### config.mk
export PLATFORM = sky130hd
export DESIGN_NAME = iatr_regs
export DESIGN_NICKNAME = d
export VERILOG_FILES = /design/src/include/iatr_pkg.sv /design/src/include/iatr_cmp_if.sv /design/src/hw/iatr_compare.sv /design/src/hw/iatr_regs.sv
export SDC_FILE = /design/constraint.sdc
export NUM_CORES = 1
export LEC_CHECK = 0
export ABC_AREA = 1
export BUFFER_PORTS_ARGS = -buffer_cell sky130_fd_sc_hd__buf_2
export CORE_ASPECT_RATIO = 0.75
export CORE_MARGIN = 1
export CORE_UTILIZATION = 30
export CTS_CLUSTER_SIZE = 8
export DETAILED_ROUTE_END_ITERATION = 10
export GPL_ROUTABILITY_DRIVEN = 1
export PLACE_DENSITY_LB_ADDON = 0.2
export SETUP_SLACK_MARGIN = 0.3
export SYNTH_ARGS = -nofsm -noshare
export SYNTH_HDL_FRONTEND = slang
export SYNTH_SLANG_ARGS = --single-unit
export TNS_END_PERCENT = 50
### constraint.sdc
create_clock -name clock_i -period 3.55 [get_ports clock_i]
set_input_delay 0.1775 -clock clock_i [delete_from_list [all_inputs] [get_ports clock_i]]
set_output_delay 0.1775 -clock clock_i [all_outputs]
set_load 0.005 [all_outputs]
### src/include/iatr_pkg.sv
// Purpose: shared constants for the input alarm threshold register block
// Assumes: 32-bit axi4-lite register bus, byte addresses as printed
// Notes:   field layouts, offsets and reset values live here only
`default_nettype none
package iatr_pkg;
  // ****************************************
  // bus
  // ****************************************
  localparam int          AXI_AW         = 8;
  localparam int          AXI_DW         = 32;
  localparam logic [1:0]  RESP_OKAY      = 2'h0;
  localparam logic [1:0]  RESP_SLVERR    = 2'h2;
  // ****************************************
  // register offsets
  // ****************************************
  localparam logic [7:0]  OFS_UPPER      = 8'h24;
  localparam logic [7:0]  OFS_LOWER      = 8'h28;
  localparam logic [7:0]  OFS_FLAGS      = 8'h2C;
  localparam logic [7:0]  OFS_IRQ_MASK   = 8'h30;
  // ****************************************
  // fields
  // ****************************************
  localparam int          LIM_W          = 16;
  localparam int          CMP_LSB        = 2;
  localparam int          HYST_MSB       = 31;
  localparam int          HYST_LSB       = 28;
  localparam int          HYST_W         = 4;
  localparam int          BYTE_HYST      = 3;
  localparam logic [15:0] UPPER_RESET    = 16'hFFFF;
  localparam logic [15:0] LOWER_RESET    = 16'h0000;
  localparam logic [3:0]  HYST_RESET     = 4'h0;
  // flag register layout
  localparam int          FLG_SUMMARY    = 0;
  localparam int          FLG_HIGH       = 1;
  localparam int          FLG_LOW        = 2;
  localparam int          FLG_W          = 3;
  localparam int          ACT_HIGH       = 8;
  localparam int          ACT_LOW        = 9;
endpackage : iatr_pkg
`default_nettype wire

### src/include/iatr_cmp_if.sv
// Purpose: carries limits and result between register file and comparator
// Assumes: single clock domain
// Notes:   none
`default_nettype none
interface iatr_cmp_if;
  logic [15:0] upper_limit;
  logic [15:0] lower_limit;
  logic [3:0]  hysteresis;
  logic        sample_valid;
  logic [15:0] sample;
  logic        high_active;
  logic        low_active;
  modport regs (output upper_limit, output lower_limit, output hysteresis,
                output sample_valid, output sample, input high_active, input low_active);
  modport cmp  (input upper_limit, input lower_limit, input hysteresis,
                input sample_valid, input sample, output high_active, output low_active);
endinterface : iatr_cmp_if
`default_nettype wire

### src/hw/iatr_compare.sv
// Purpose: window comparator with hysteresis on conversion results
// Assumes: results are left aligned 14-bit codes
// Notes:   states update only on a valid sample
`default_nettype none
module iatr_compare
  import iatr_pkg::*;
(
  // clock and reset
  input  wire logic clock_i,
  input  wire logic rst_i,
  // link to register file
  iatr_cmp_if.cmp   cmp
);
  import iatr_pkg::*;
  logic [13:0] res;
  logic [13:0] hi_th;
  logic [13:0] lo_th;
  logic [14:0] hi_rel;
  logic [14:0] lo_rel;
  logic        high_q;
  logic        low_q;

  assign res   = cmp.sample[LIM_W-1:CMP_LSB];
  assign hi_th = cmp.upper_limit[LIM_W-1:CMP_LSB];
  assign lo_th = cmp.lower_limit[LIM_W-1:CMP_LSB];
  // release points widened one bit so the low one cannot wrap and a wrapped high one sets bit 14
  assign hi_rel = {1'b0, hi_th} - {11'h000, cmp.hysteresis};
  assign lo_rel = {1'b0, lo_th} + {11'h000, cmp.hysteresis};

  // ****************************************
  // high side
  // ****************************************
  always_ff @(posedge clock_i) begin
    if (rst_i) begin
      high_q <= 1'b0;
    end else if (cmp.sample_valid) begin
      if (res > hi_th) begin
        high_q <= 1'b1;
      end else if ({1'b0, res} < hi_rel || hi_rel[14]) begin
        high_q <= hi_rel[14] ? high_q : 1'b0;
      end
    end
  end

  // ****************************************
  // low side
  // ****************************************
  always_ff @(posedge clock_i) begin
    if (rst_i) begin
      low_q <= 1'b0;
    end else if (cmp.sample_valid) begin
      if (res < lo_th) begin
        low_q <= 1'b1;
      end else if ({1'b0, res} > lo_rel) begin
        low_q <= 1'b0;
      end
    end
  end

  assign cmp.high_active = high_q;
  assign cmp.low_active  = low_q;
endmodule : iatr_compare
`default_nettype wire

### src/hw/iatr_regs.sv
// Purpose: input alarm threshold and hysteresis registers with alarm flags
// Assumes: axi4-lite slave, single clock, synchronous active-high reset
// Notes:   upper limit at 24h, lower limit at 28h, byte lanes by wstrb
`default_nettype none
module iatr_regs
  import iatr_pkg::*;
(
  // clock and reset
  input  wire logic                clock_i,
  input  wire logic                rst_i,
  // conversion results
  input  wire logic                sample_valid_i,
  input  wire logic [15:0]         sample_i,
  // axi4-lite write address
  input  wire logic                s_axi_awvalid,
  output logic                     s_axi_awready,
  input  wire logic [AXI_AW-1:0]   s_axi_awaddr,
  // axi4-lite write data
  input  wire logic                s_axi_wvalid,
  output logic                     s_axi_wready,
  input  wire logic [AXI_DW-1:0]   s_axi_wdata,
  input  wire logic [3:0]          s_axi_wstrb,
  // axi4-lite write response
  output logic                     s_axi_bvalid,
  input  wire logic                s_axi_bready,
  output logic [1:0]               s_axi_bresp,
  // axi4-lite read address
  input  wire logic                s_axi_arvalid,
  output logic                     s_axi_arready,
  input  wire logic [AXI_AW-1:0]   s_axi_araddr,
  // axi4-lite read data
  output logic                     s_axi_rvalid,
  input  wire logic                s_axi_rready,
  output logic [AXI_DW-1:0]        s_axi_rdata,
  output logic [1:0]               s_axi_rresp,
  // alarm outputs
  output logic                     alarm_high_o,
  output logic                     alarm_low_o,
  output logic                     irq_o
);
  import iatr_pkg::*;

  // ****************************************
  // storage
  // ****************************************
  logic [LIM_W-1:0]   upper_limit;
  logic [7:0]         hyst_byte;
  logic [LIM_W-1:0]   lower_limit;
  logic [FLG_W-1:0]   tripped;
  logic [FLG_W-1:0]   irq_mask;
  logic [AXI_AW-1:0]  aw_addr;
  logic               aw_held;
  logic [AXI_DW-1:0]  w_data;
  logic [3:0]         w_strb;
  logic               w_held;
  logic               wr_fire;
  logic               wr_hit;
  logic [AXI_DW-1:0]  next_rdata;
  logic               rd_hit;
  logic               summary_alarm_bit;
  logic               high_prev;
  logic               low_prev;
  logic               high_rise;
  logic               low_rise;
  logic [FLG_W-1:0]   set_ev;
  logic [FLG_W-1:0]   clr_ev;

  iatr_cmp_if cmp_bus ();

  // ****************************************
  // write channel capture
  // ****************************************
  assign s_axi_awready = !aw_held && !s_axi_bvalid;
  assign s_axi_wready  = !w_held && !s_axi_bvalid;
  assign wr_fire       = aw_held && w_held && !s_axi_bvalid;

  always_ff @(posedge clock_i) begin
    if (rst_i) begin
      aw_held <= 1'b0;
      aw_addr <= '0;
    end else if (s_axi_awvalid && s_axi_awready) begin
      aw_held <= 1'b1;
      aw_addr <= s_axi_awaddr;
    end else if (wr_fire) begin
      aw_held <= 1'b0;
    end
  end

  always_ff @(posedge clock_i) begin
    if (rst_i) begin
      w_held <= 1'b0;
      w_data <= '0;
      w_strb <= '0;
    end else if (s_axi_wvalid && s_axi_wready) begin
      w_held <= 1'b1;
      w_data <= s_axi_wdata;
      w_strb <= s_axi_wstrb;
    end else if (wr_fire) begin
      w_held <= 1'b0;
    end
  end

  always_comb begin
    unique case (aw_addr)
      OFS_UPPER, OFS_LOWER, OFS_FLAGS, OFS_IRQ_MASK: wr_hit = 1'b1;
      default:                                       wr_hit = 1'b0;
    endcase
  end

  always_ff @(posedge clock_i) begin
    if (rst_i) begin
      s_axi_bvalid <= 1'b0;
      s_axi_bresp  <= RESP_OKAY;
    end else if (wr_fire) begin
      s_axi_bvalid <= 1'b1;
      s_axi_bresp  <= wr_hit ? RESP_OKAY : RESP_SLVERR;
    end else if (s_axi_bready) begin
      s_axi_bvalid <= 1'b0;
    end
  end

  // ****************************************
  // threshold and irq mask registers
  // ****************************************
  // byte lanes map to ascending byte addresses within each word
  always_ff @(posedge clock_i) begin
    if (rst_i) begin
      upper_limit <= UPPER_RESET;
      hyst_byte   <= {HYST_RESET, 4'h0};
    end else if (wr_fire && aw_addr == OFS_UPPER) begin
      if (w_strb[0]) upper_limit[7:0]  <= w_data[7:0];
      if (w_strb[1]) upper_limit[15:8] <= w_data[15:8];
      // lane 2 has no storage, bits 23-16 stay zero
      if (w_strb[BYTE_HYST]) hyst_byte <= w_data[31:24];
    end
  end

  always_ff @(posedge clock_i) begin
    if (rst_i) begin
      lower_limit <= LOWER_RESET;
    end else if (wr_fire && aw_addr == OFS_LOWER) begin
      if (w_strb[0]) lower_limit[7:0]  <= w_data[7:0];
      if (w_strb[1]) lower_limit[15:8] <= w_data[15:8];
      // lanes 2 and 3 have no storage
    end
  end

  always_ff @(posedge clock_i) begin
    if (rst_i) begin
      irq_mask <= '0;
    end else if (wr_fire && aw_addr == OFS_IRQ_MASK && w_strb[0]) begin
      irq_mask <= w_data[FLG_W-1:0];
    end
  end

  // ****************************************
  // comparator
  // ****************************************
  // bit offset of the hysteresis byte within the upper-limit word
  localparam int HYST_OFS = BYTE_HYST * 8;
  // low hysteresis nibble is stored and read back but never used
  assign cmp_bus.upper_limit  = upper_limit;
  assign cmp_bus.hysteresis   = hyst_byte[HYST_MSB-HYST_OFS:HYST_LSB-HYST_OFS];
  assign cmp_bus.lower_limit  = lower_limit;
  assign cmp_bus.sample_valid = sample_valid_i;
  assign cmp_bus.sample       = sample_i;

  iatr_compare u_compare (
    .clock_i (clock_i),
    .rst_i   (rst_i),
    .cmp     (cmp_bus)
  );

  // ****************************************
  // tripped flags and interrupt
  // ****************************************
  always_ff @(posedge clock_i) begin
    if (rst_i) begin
      high_prev <= 1'b0;
      low_prev  <= 1'b0;
    end else begin
      high_prev <= cmp_bus.high_active;
      low_prev  <= cmp_bus.low_active;
    end
  end

  assign high_rise = cmp_bus.high_active && !high_prev;
  assign low_rise  = cmp_bus.low_active && !low_prev;
  assign summary_alarm_bit = tripped[FLG_HIGH] | tripped[FLG_LOW];

  always_comb begin
    set_ev            = '0;
    set_ev[FLG_HIGH]  = high_rise;
    set_ev[FLG_LOW]   = low_rise;
    clr_ev            = '0;
    if (wr_fire && aw_addr == OFS_FLAGS && w_strb[0]) begin
      clr_ev = w_data[FLG_W-1:0];
    end
    clr_ev[FLG_SUMMARY] = 1'b0;
  end

  // set wins over a same-cycle write-one clear
  always_ff @(posedge clock_i) begin
    if (rst_i) begin
      tripped <= '0;
    end else begin
      tripped <= (tripped & ~clr_ev) | set_ev;
    end
  end

  always_ff @(posedge clock_i) begin
    if (rst_i) begin
      irq_o        <= 1'b0;
      alarm_high_o <= 1'b0;
      alarm_low_o  <= 1'b0;
    end else begin
      irq_o        <= |({tripped[FLG_W-1:1], summary_alarm_bit} & irq_mask);
      alarm_high_o <= cmp_bus.high_active;
      alarm_low_o  <= cmp_bus.low_active;
    end
  end

  // ****************************************
  // read channel
  // ****************************************
  assign s_axi_arready = !s_axi_rvalid;

  always_comb begin
    next_rdata = '0;
    rd_hit     = 1'b1;
    unique case (s_axi_araddr)
      OFS_UPPER: next_rdata = {hyst_byte, 8'h00, upper_limit};
      OFS_LOWER: next_rdata = {16'h0000, lower_limit};
      OFS_FLAGS: begin
        next_rdata[FLG_SUMMARY] = summary_alarm_bit;
        next_rdata[FLG_HIGH]    = tripped[FLG_HIGH];
        next_rdata[FLG_LOW]     = tripped[FLG_LOW];
        next_rdata[ACT_HIGH]    = cmp_bus.high_active;
        next_rdata[ACT_LOW]     = cmp_bus.low_active;
      end
      OFS_IRQ_MASK: next_rdata[FLG_W-1:0] = irq_mask;
      default: rd_hit = 1'b0;
    endcase
  end

  always_ff @(posedge clock_i) begin
    if (rst_i) begin
      s_axi_rvalid <= 1'b0;
      s_axi_rdata  <= '0;
      s_axi_rresp  <= RESP_OKAY;
    end else if (s_axi_arvalid && s_axi_arready) begin
      s_axi_rvalid <= 1'b1;
      s_axi_rdata  <= next_rdata;
      s_axi_rresp  <= rd_hit ? RESP_OKAY : RESP_SLVERR;
    end else if (s_axi_rready) begin
      s_axi_rvalid <= 1'b0;
    end
  end
endmodule : iatr_regs
`default_nettype wire

[Word level (Yosys, flattened, before mapping)]
Cells that the tools add are included.
Word-level totals
  register bits: 135
  output and inout port bits: 44
  logic and storage cells: 101
Cells by class
  add/subtract/negate cells: 2
  $lt $le $gt $ge: 4
  eq/ne operators: 9
  multiplexer cells: 21
  bitwise operators: 5
  reduce and logical (&&, ||, !) cells: 38
Operator list (number)
  $eq 8x6->1 const B: 8
  $pmux 22 s2: 1
  $add 14x4->15: 1
  $gt 14x15->1: 1
  $logic_and 1x1->1: 15
  $lt 14x15->1: 1
  $sub 14x4->15: 1
  $gt 14x14->1: 1
  $lt 14x14->1: 1
  $mux 1: 14
  $pmux 3 s4: 1
  $reduce_and 2->1: 6
  $reduce_bool 2->1: 6
  $pmux 5 s2: 1
  $reduce_or 4->1: 2
  $and 3x3->3: 2
  $logic_not 1->1: 6
  $pmux 2 s3: 1
  $mux 2: 2
  $mux 3: 1
  $not 3->3: 1
  $or 3x3->3: 1
  $reduce_and 3->1: 1
  $reduce_or 3->1: 1
  other kinds (3): 3

[Longest topological paths before layout]
Gate-level depths: netlist (run 1).
  word-level depth: 8
  gate-level depth with buffers: 22
  gate-level depth less buffers: 22

[Cells and area by module]
A second synthesis (run 1) with hierarchy kept.
Unflattened totals
  cell total of the unflattened synthesis: 931
  area total of the unflattened synthesis: 6784.0 um2
Modules (own cells, without submodules)
  iatr_regs: instances 1, cells an instance 618, area each 4672.0 um2
  iatr_compare: instances 1, cells an instance 313, area each 2112.0 um2

[Least setup slack after synthesis (run 1)]
Ideal clock, no wire load.
  kind: flip-flop to flip-flop
  start point: register hyst_byte[4]
  end point: register u_compare.high_q, in the netlist u_compare.cmp.high_active
  setup time: 0.112 ns
  data arrival time: 2.455 ns
  required time: 3.438 ns
  slack: 0.982 ns
  cell stages (with the launch flop): 19
  buffers on the path: 0
  clock period less this slack: 2.568 ns
  path through: dfxtp_1 > ha_1 > inv_1 > fa_1 > nand2_1 > nand2_1 > a21oi_1 > nand3_1 > xor2_1 > ha_1 > a21oi_1 > o31a_1 > nand2_1 > nand2_1 > nand2_1 > nand2_1 > nand2_1 > nand2_1 > nand2_1
On the way
  longest elaborated chain between the ends: 5
Ends and longest elaborated chain
  start: declaration: RTL line iatr_regs.sv:47  | logic [7:0] hyst_byte;
  start signal: assignment: RTL line iatr_regs.sv:129  | hyst_byte <= {HYST_RESET, 4'h0};
  start signal: assignment: RTL line iatr_regs.sv:134  | if (w_strb[BYTE_HYST]) hyst_byte <= w_data[31:24];
  $sub 14x4->15 (*): RTL line iatr_compare.sv:27  | assign hi_rel = {1'b0, hi_th} - {11'h000, cmp.hysteresis};
  $lt 14x15->1: RTL line iatr_compare.sv:39  | end else if ({1'b0, res} < hi_rel || hi_rel[14]) begin
  $logic_or 1x1->1: RTL line iatr_compare.sv:39
  $reduce_bool 2->1 (no line)
  $reduce_and 3->1 (no line) (*)
  end signal: assignment: RTL line iatr_compare.sv:40  | high_q <= hi_rel[14] ? high_q : 1'b0;
  end: declaration: RTL line iatr_compare.sv:20  | logic high_q;
Every way passes the cells marked *; elsewhere a longest branch is shown, timed or not.
A chain may end at the register's enable or synchronous reset.

[Worst setup path after layout (run 1)]
  start point: register upper_limit[2], in the netlist cmp_bus.upper_limit[2]
  end point: register u_compare.high_q, in the netlist u_compare.cmp.high_active
On the way
  longest elaborated chain between the ends: 5
Ends and longest elaborated chain
  start: declaration: RTL line iatr_regs.sv:46  | logic [LIM_W-1:0] upper_limit;
  start signal: assignment: RTL line iatr_regs.sv:131  | if (w_strb[0]) upper_limit[7:0] <= w_data[7:0];
  $sub 14x4->15: RTL line iatr_compare.sv:27
  $lt 14x15->1: RTL line iatr_compare.sv:39
  $logic_or 1x1->1: RTL line iatr_compare.sv:39
  $reduce_bool 2->1 (no line)
  $reduce_and 3->1 (no line)
Parallel ways exist; a longest one is shown, timed or not.

==> run metrics, run 1 <==
Tot Pwr 3.500 mW; sequential area share after synthesis 36.19%; via count 5626; clk_lat worst skew 0.42 ns; Final Wtd Congestion 0.8013; Tightest Pin Transition 0.8297 ns; fraction of layout cells with a size suffix above 1 16.12%; hold crit path type in2reg; first-pass GRT wire length 28.70 mm; die area 21800 um^2; number of standard cells after synthesis 845; Iteration-0 DRC Markers 331; routed wire length 18.00 mm; Top Metal Used met4; DR DRC count 0; synthesized cell area 6361 um^2; clock buffer depth 2; die width 170.1 um; Final Slew Violations 0; Arr. time, crit path 3.30 ns; Slew headroom 44.51%; core footprint 20490 um^2; Ys Warns 0; CP required 3.86 ns; maximum VDD drop 0.2967 mV; post-synthesis cell type count 38; Initial Util 31.04%; outcome finished, final reports clean; router iterations before antenna repair 4; dpl hpwl 13.55 mm; Hold Violations, Final 0; Ant. Diodes 0; crit-path max FO 4; P_leak 3.464 nW; FF-to-FF path depth 22; Final nets 1076; fmax 0.3346 GHz; Hold Crit Depth 3; antenna-violating nets left 0; Sink Count 115; GRT Residual Overflow 0; Core Rows 45; Num CTS Buffers 17; Area Overhead vs Synth 20.83%; post-CTS setup buffer count 0; syn_area_per_cell 7.528 um^2; post-DR wirelength/cell 14.62 um; vias in the first global route 5147; Tmin final 2.988 ns; Tcrit/Tclk final 84.18%; TritonCTS clock tree done; routed length on met2 7.122 mm; unrepaired setup endpoints after global routing yes; Die Y-Extent 128.1 um; number of synthesized register bits 115; Root Buffer Master clkbuf_16; critical path class reg2reg; number of buffers added on ports 98; IO Pins 120; # H-tree levels 4; CP startpoint kind flop; Setup TNS Final 0 ns; Vias/cell 4.570; Setup violations, final 0; # hold bufs at CTS 0; MaxCap Viol Count 0; filler cell count 2230; Overall Global Routing Usage 17.31%; routed length on met1 10.05 mm; clk slew on worst S/H paths 0.07 ns; met3 wire length 688 um; final setup skew 0.01154 ns; most frequent cells in the layout nand2_1 (118), dfxtp_1 (115), nor2_1 (104); antenna violations before repair 0; largest net degree at the start of global routing 47; power per cell area 455.4 nW/um^2; endpoint class of the critical path flop; most common cell after layout, fill and taps aside nand2_1
## where the power goes
group / switching (mW) / internal (mW) / leakage, nW / total (mW)
clock: 0.727 / 1.07 / 0.298 / 1.80
combinational: 0.205 / 0.117 / 2.23 / 0.322
sequential: 0.0313 / 1.35 / 0.940 / 1.38
## sequential cells by signal, indices dropped and copies added, names as in the netlist, 2 cells and up
signal / flops
cmp_bus.upper_limit: 16
w_strb: 3
hyst_byte: 8
w_data: 24
tripped: 2
cmp_bus.lower_limit: 16
irq_mask: 3
s_axi_rdata: 24
aw_addr: 8
## through the flow
stage                     hold slack, ns  setup WS [ns]  instance area (um^2)  instances  utilization [%]
final                            0.01025         0.5617                  7686       1231            37.50
after global routing             0.01623         0.2497                  7686       1231            37.50
after CTS                       0.001497         0.4367                  7677       1231            37.46
after detailed placement          0.4347         0.4541                  7069       1199            34.49
after global placement            0.4335         0.5056                  7069       1199            34.49
after floorplan                   0.2717         0.9824                  6395        854                -
## worst max-delay path, cell delays in order, from the launching register on
cell     delay (ns)
dfxtp_1        0.32
inv_1          0.12
ha_1           0.19
inv_1          0.07
fa_1           0.40
nand2_1        0.07
nand2_1        0.06
a21oi_2        0.27
nand3_1        0.13
xor2_1         0.16
ha_1           0.29
nand2_1        0.09
nor2_1         0.05
nor2_1         0.08
nand3_1        0.13
nand2_1        0.09
nand2_1        0.06
nand2_1        0.05
nand2_1        0.04
nand2_1        0.05
nand2_1        0.05
nand2_1        0.06
nand2_1        0.04
## cells by family (layout without fill, tap and decap cells)
logic type / after synthesis / in the layout / share of synthesized area (%)
adders and majority gates: 64 / 64 / 12.82
buffers and inverters: 150 / 245 / 9.874
DFF: 115 / 115 / 36.19
xor gates and xnor gates: 19 / 19 / 2.616
AOI/OAI and AO/OA: 212 / 212 / 19.04
other: 1 / 10 / 0.05895
and+or+nand+nor: 284 / 284 / 19.39
## repair_timing
item,CTS,global route
endpoints found under the hold margin,0,0
resized for setup,0,2
endpoints found under the setup margin,0,2
## routing by layer
layer | track usage [%] | vias to the layer above
met3 | 3.489 | 12
li1 | - | 3002
met2 | 24.61 | 96
met4 | 4.346 | 0
met1 | 26.10 | 2516
met5 | 0 | -
## synthesized netlist by cell type (all sizes together)
cell type  number  share of area [%]
clkinv          3               0.18
o21ai          84                6.6
inv           108                6.4
conb            1              0.059
a211oi         16                1.9
or2             3               0.30
a21boi          1               0.12
dfxtp         115                 36
xnor2           3               0.41
nor3           19                2.0
nor2          108                6.7
xor2           16                2.2
o211ai         19                2.2
o22ai           5               0.49
nand4          10                1.1
a21oi          70                5.5
nor4            2               0.43
o221ai         11                1.5
o21a            1               0.12
nand3          23                1.8
ha             62                 12
fa              2               0.63
buf            17                2.0
nand2         119                7.1
a21o            1               0.12
a31oi           3               0.30
o31a            1               0.14
clkbuf         22                1.3
## area by class of cell
type	count	area, um^2	area share [%]
multi-input cells	589	3473	45.19
inverters	111	416.7	5.421
clock buffers	17	425.4	5.535
repair buffers	102	533.0	6.935
well taps	282	352.8	4.591
flip-flops and latches	115	2302	29.95
clock inverters	15	182.7	2.377
## worst paths after layout
kind                     startpoint                   endpoint  slack [ns]
max          cmp_bus.upper_limit[2]  u_compare.cmp.high_active        0.56
min                 s_axi_wdata[25]                 w_data[25]        0.01
max reg2reg  cmp_bus.upper_limit[2]  u_compare.cmp.high_active        0.56
min reg2reg             alarm_low_o                 tripped[2]        0.46
Power figures use the tool's default switching activity.
==> inputs of run 2 (changes only) <==
Clock period 3.55 ns to 2.55 ns, I/O delays scaled along.
==> run 2 against run 1 <==
Net effect:
- wire length grew 6.3%
- worst hold slack gained 0.00060 ns
- the flow now finishes with violations (negative setup slack)
- combinational power grew 53%
- cell count grew 5.1%
- die area is the same
- non-clock buffer count grew 63
==> run metrics, run 2 (synthesized netlist as in run 1, its figures left out) <==
outcome complete, but fails checks; failing checks negative setup slack; critical path class reg2reg; clk_lat worst skew 0.42 ns (about the same); via count 5977 (+6.2%); fmax 0.3715 GHz (+11%); Die Y-Extent 128.1 um (unchanged); Slew headroom 54.07% (+9.6 points); Vias/cell 4.619 (+1.1%); hold crit path type in2reg; Non-Filler Instances 1294 (+5.1%); Final Wtd Congestion 0.8311 (+3.7%); Final nets 1139 (+5.9%); Worst Hold Slack 0.01085 ns (+0.0005957 ns); final setup skew 0.009665 ns (-0.001871 ns); number of buffers added on ports 98 (unchanged); clk slew on worst S/H paths 0.06 ns (about the same); Critical Path Most Common Cell nand2_1; Worst path max stage delay 0.35 ns (-0.05 ns); antenna violations before repair 1 (+1); dpl hpwl 14.36 mm (+5.9%); Critical Path Slowest Stage Cell fa_2; Setup violations, final 2 (+2); antenna-violating nets left 0 (unchanged); Placed Cells 1237 (+3.2%); Root Buffer Master clkbuf_16; Ant. Diodes 0 (unchanged); Area Overhead vs Synth 30.33%; TritonCTS clock tree done; endpoint class of the critical path flop; fraction of layout cells with a size suffix above 1 20.85% (+4.7 points); Final WS setup -0.1421 ns (-0.7038 ns); most common cell after layout, fill and taps aside nand2_1; clock buffer depth 2 (unchanged); Tightest Pin Transition 0.6873 ns (-0.1424 ns); Overall Global Routing Usage 18.54% (+1.2 points); CP startpoint kind flop; MaxCap Viol Count 0 (unchanged); DR DRC count 0 (unchanged); Sink Count 115 (unchanged); die width 170.1 um (unchanged); CP required 2.87 ns (-0.99 ns); Util after Layout 40.45% (+2.9 points); die area 21800 um^2 (unchanged); Hold Violations, Final 0 (unchanged); Tmin final 2.692 ns (-0.2962 ns); unrepaired setup endpoints after global routing yes; core footprint 20490 um^2 (unchanged); Arr. time, crit path 3.01 ns (-0.29 ns); first-pass GRT wire length 30.81 mm (+7.4%); Core Rows 45 (unchanged); Initial Util 31.04% (unchanged); filler cell count 2158 (-3.2%); routed wire length 19.14 mm (+6.3%); router iterations before antenna repair 4 (unchanged); post-DR wirelength/cell 14.79 um (+1.2%); vias in the first global route 5728 (+11%); Num CTS Buffers 17 (unchanged); critical-path cell list inv_1, ha_1, inv_1, fa_2, nand2_2, nand2_2, a21oi_4, nand3_2, xor2_1, ha_1, nand2_1, nor2_1, nor2_1, nand3_2, nand2_1, nand2_1, nand2_1, nand2_1, nand2_1, nand2_1, nand2_1, nand2_1; crit-path max FO 4 (unchanged); Largest delay share family, worst path simple AND/OR/NAND/NOR gates; most frequent cells in the layout nand2_1 (115), dfxtp_1 (114), inv_1 (103); P_leak 3.752 nW (+8.3%); largest registers s_axi_rdata (24), w_data (24); power per cell area 587.2 nW/um^2 (+29%); pre-CTS setup slack -0.2139 ns (-0.6680 ns); largest net degree at the start of global routing 47 (unchanged); maximum VDD drop 0.4554 mV (+53%); GRT Residual Overflow 0 (unchanged); Tot Pwr 4.868 mW (+39%); # H-tree levels 4 (unchanged); Tcrit/Tclk final 105.6% (+21 points); Final Slew Violations 0 (unchanged); Iteration-0 DRC Markers 328 (-0.91%); Buf+Inv Stages, Crit Path 2 (unchanged); IO Pins 120 (unchanged)
[run 2: cell types whose count changed in the layout (fill, tap and decap cells not counted), sizes merged]
cell / previous run / this run
clkinvlp: 1 / 4
dlygate4sd3: 0 / 24
clkbuf: 17 / 19
inv: 119 / 111
clkinv: 4 / 7
buf: 102 / 141
[run 2: where the power goes]
part           internal (mW)  switching, mW  leakage (nW)  total (mW)
Sequential              1.88         0.0450         0.941        1.93
Clock                   1.50          0.945         0.284        2.45
Combinational          0.197          0.296          2.53       0.493
Total                   3.58           1.29          3.75        4.87
[run 2: repair_timing]
item                                    CTS  global route
resized for setup                        11             6
hold endpoints to repair                 24             0
hold buffers                             24             0
buffers inserted                          1             0
pin swaps                                 5             2
endpoints found under the setup margin    2             2
[run 2: metal layers]
| metal | GRT usage (%) | vias up | wire length, um |
|---|---|---|---|
| li1 | - | 3128 | - |
| met1 | 26.79 | 2707 | 10050 |
| met2 | 27.46 | 119 | 8052 |
| met3 | 3.890 | 21 | 779 |
| met4 | 5.246 | 2 | 248 |
| met5 | 0 | - | 8 |
[run 2: final timing paths]
path | start | to | slack, ns | cells past startpoint
worst max-delay path | cmp_bus.upper_limit[2] | u_compare.cmp.high_active | -0.14 | 22
worst min-delay path | s_axi_wdata[0] | w_data[0] | 0.01 | 3
worst max register to register | cmp_bus.upper_limit[2] | u_compare.cmp.high_active | -0.14 | 22
worst min register to register | hyst_byte[3] | s_axi_rdata[27] | 0.46 | 2
[run 2: worst min-delay path, stage by stage]
cell	delay, ns
buf_2	0.09
o21ai_0	0.07
a21oi_1	0.10
[run 2: cell type report]
class | count | area (um^2) | area share, %
clock buffers | 19 | 452.9 | 5.463
clock inverters | 13 | 150.1 | 1.811
inverters | 111 | 416.7 | 5.026
repair buffers | 165 | 1066 | 12.86
well taps | 282 | 352.8 | 4.256
multi-input cells | 589 | 3548 | 42.80
flip-flops and latches | 115 | 2303 | 27.78
[run 2: per-stage QoR]
step / setup TNS, ns / area (um^2)
2_1_floorplan: 0 / 6415
3_3_place_gp: -0.2822 / 7375
3_5_place_dp: -0.3693 / 7375
4_1_cts: -0.1692 / 8273
5_1_grt: -0.7227 / 8290
6_report: -0.2195 / 8290
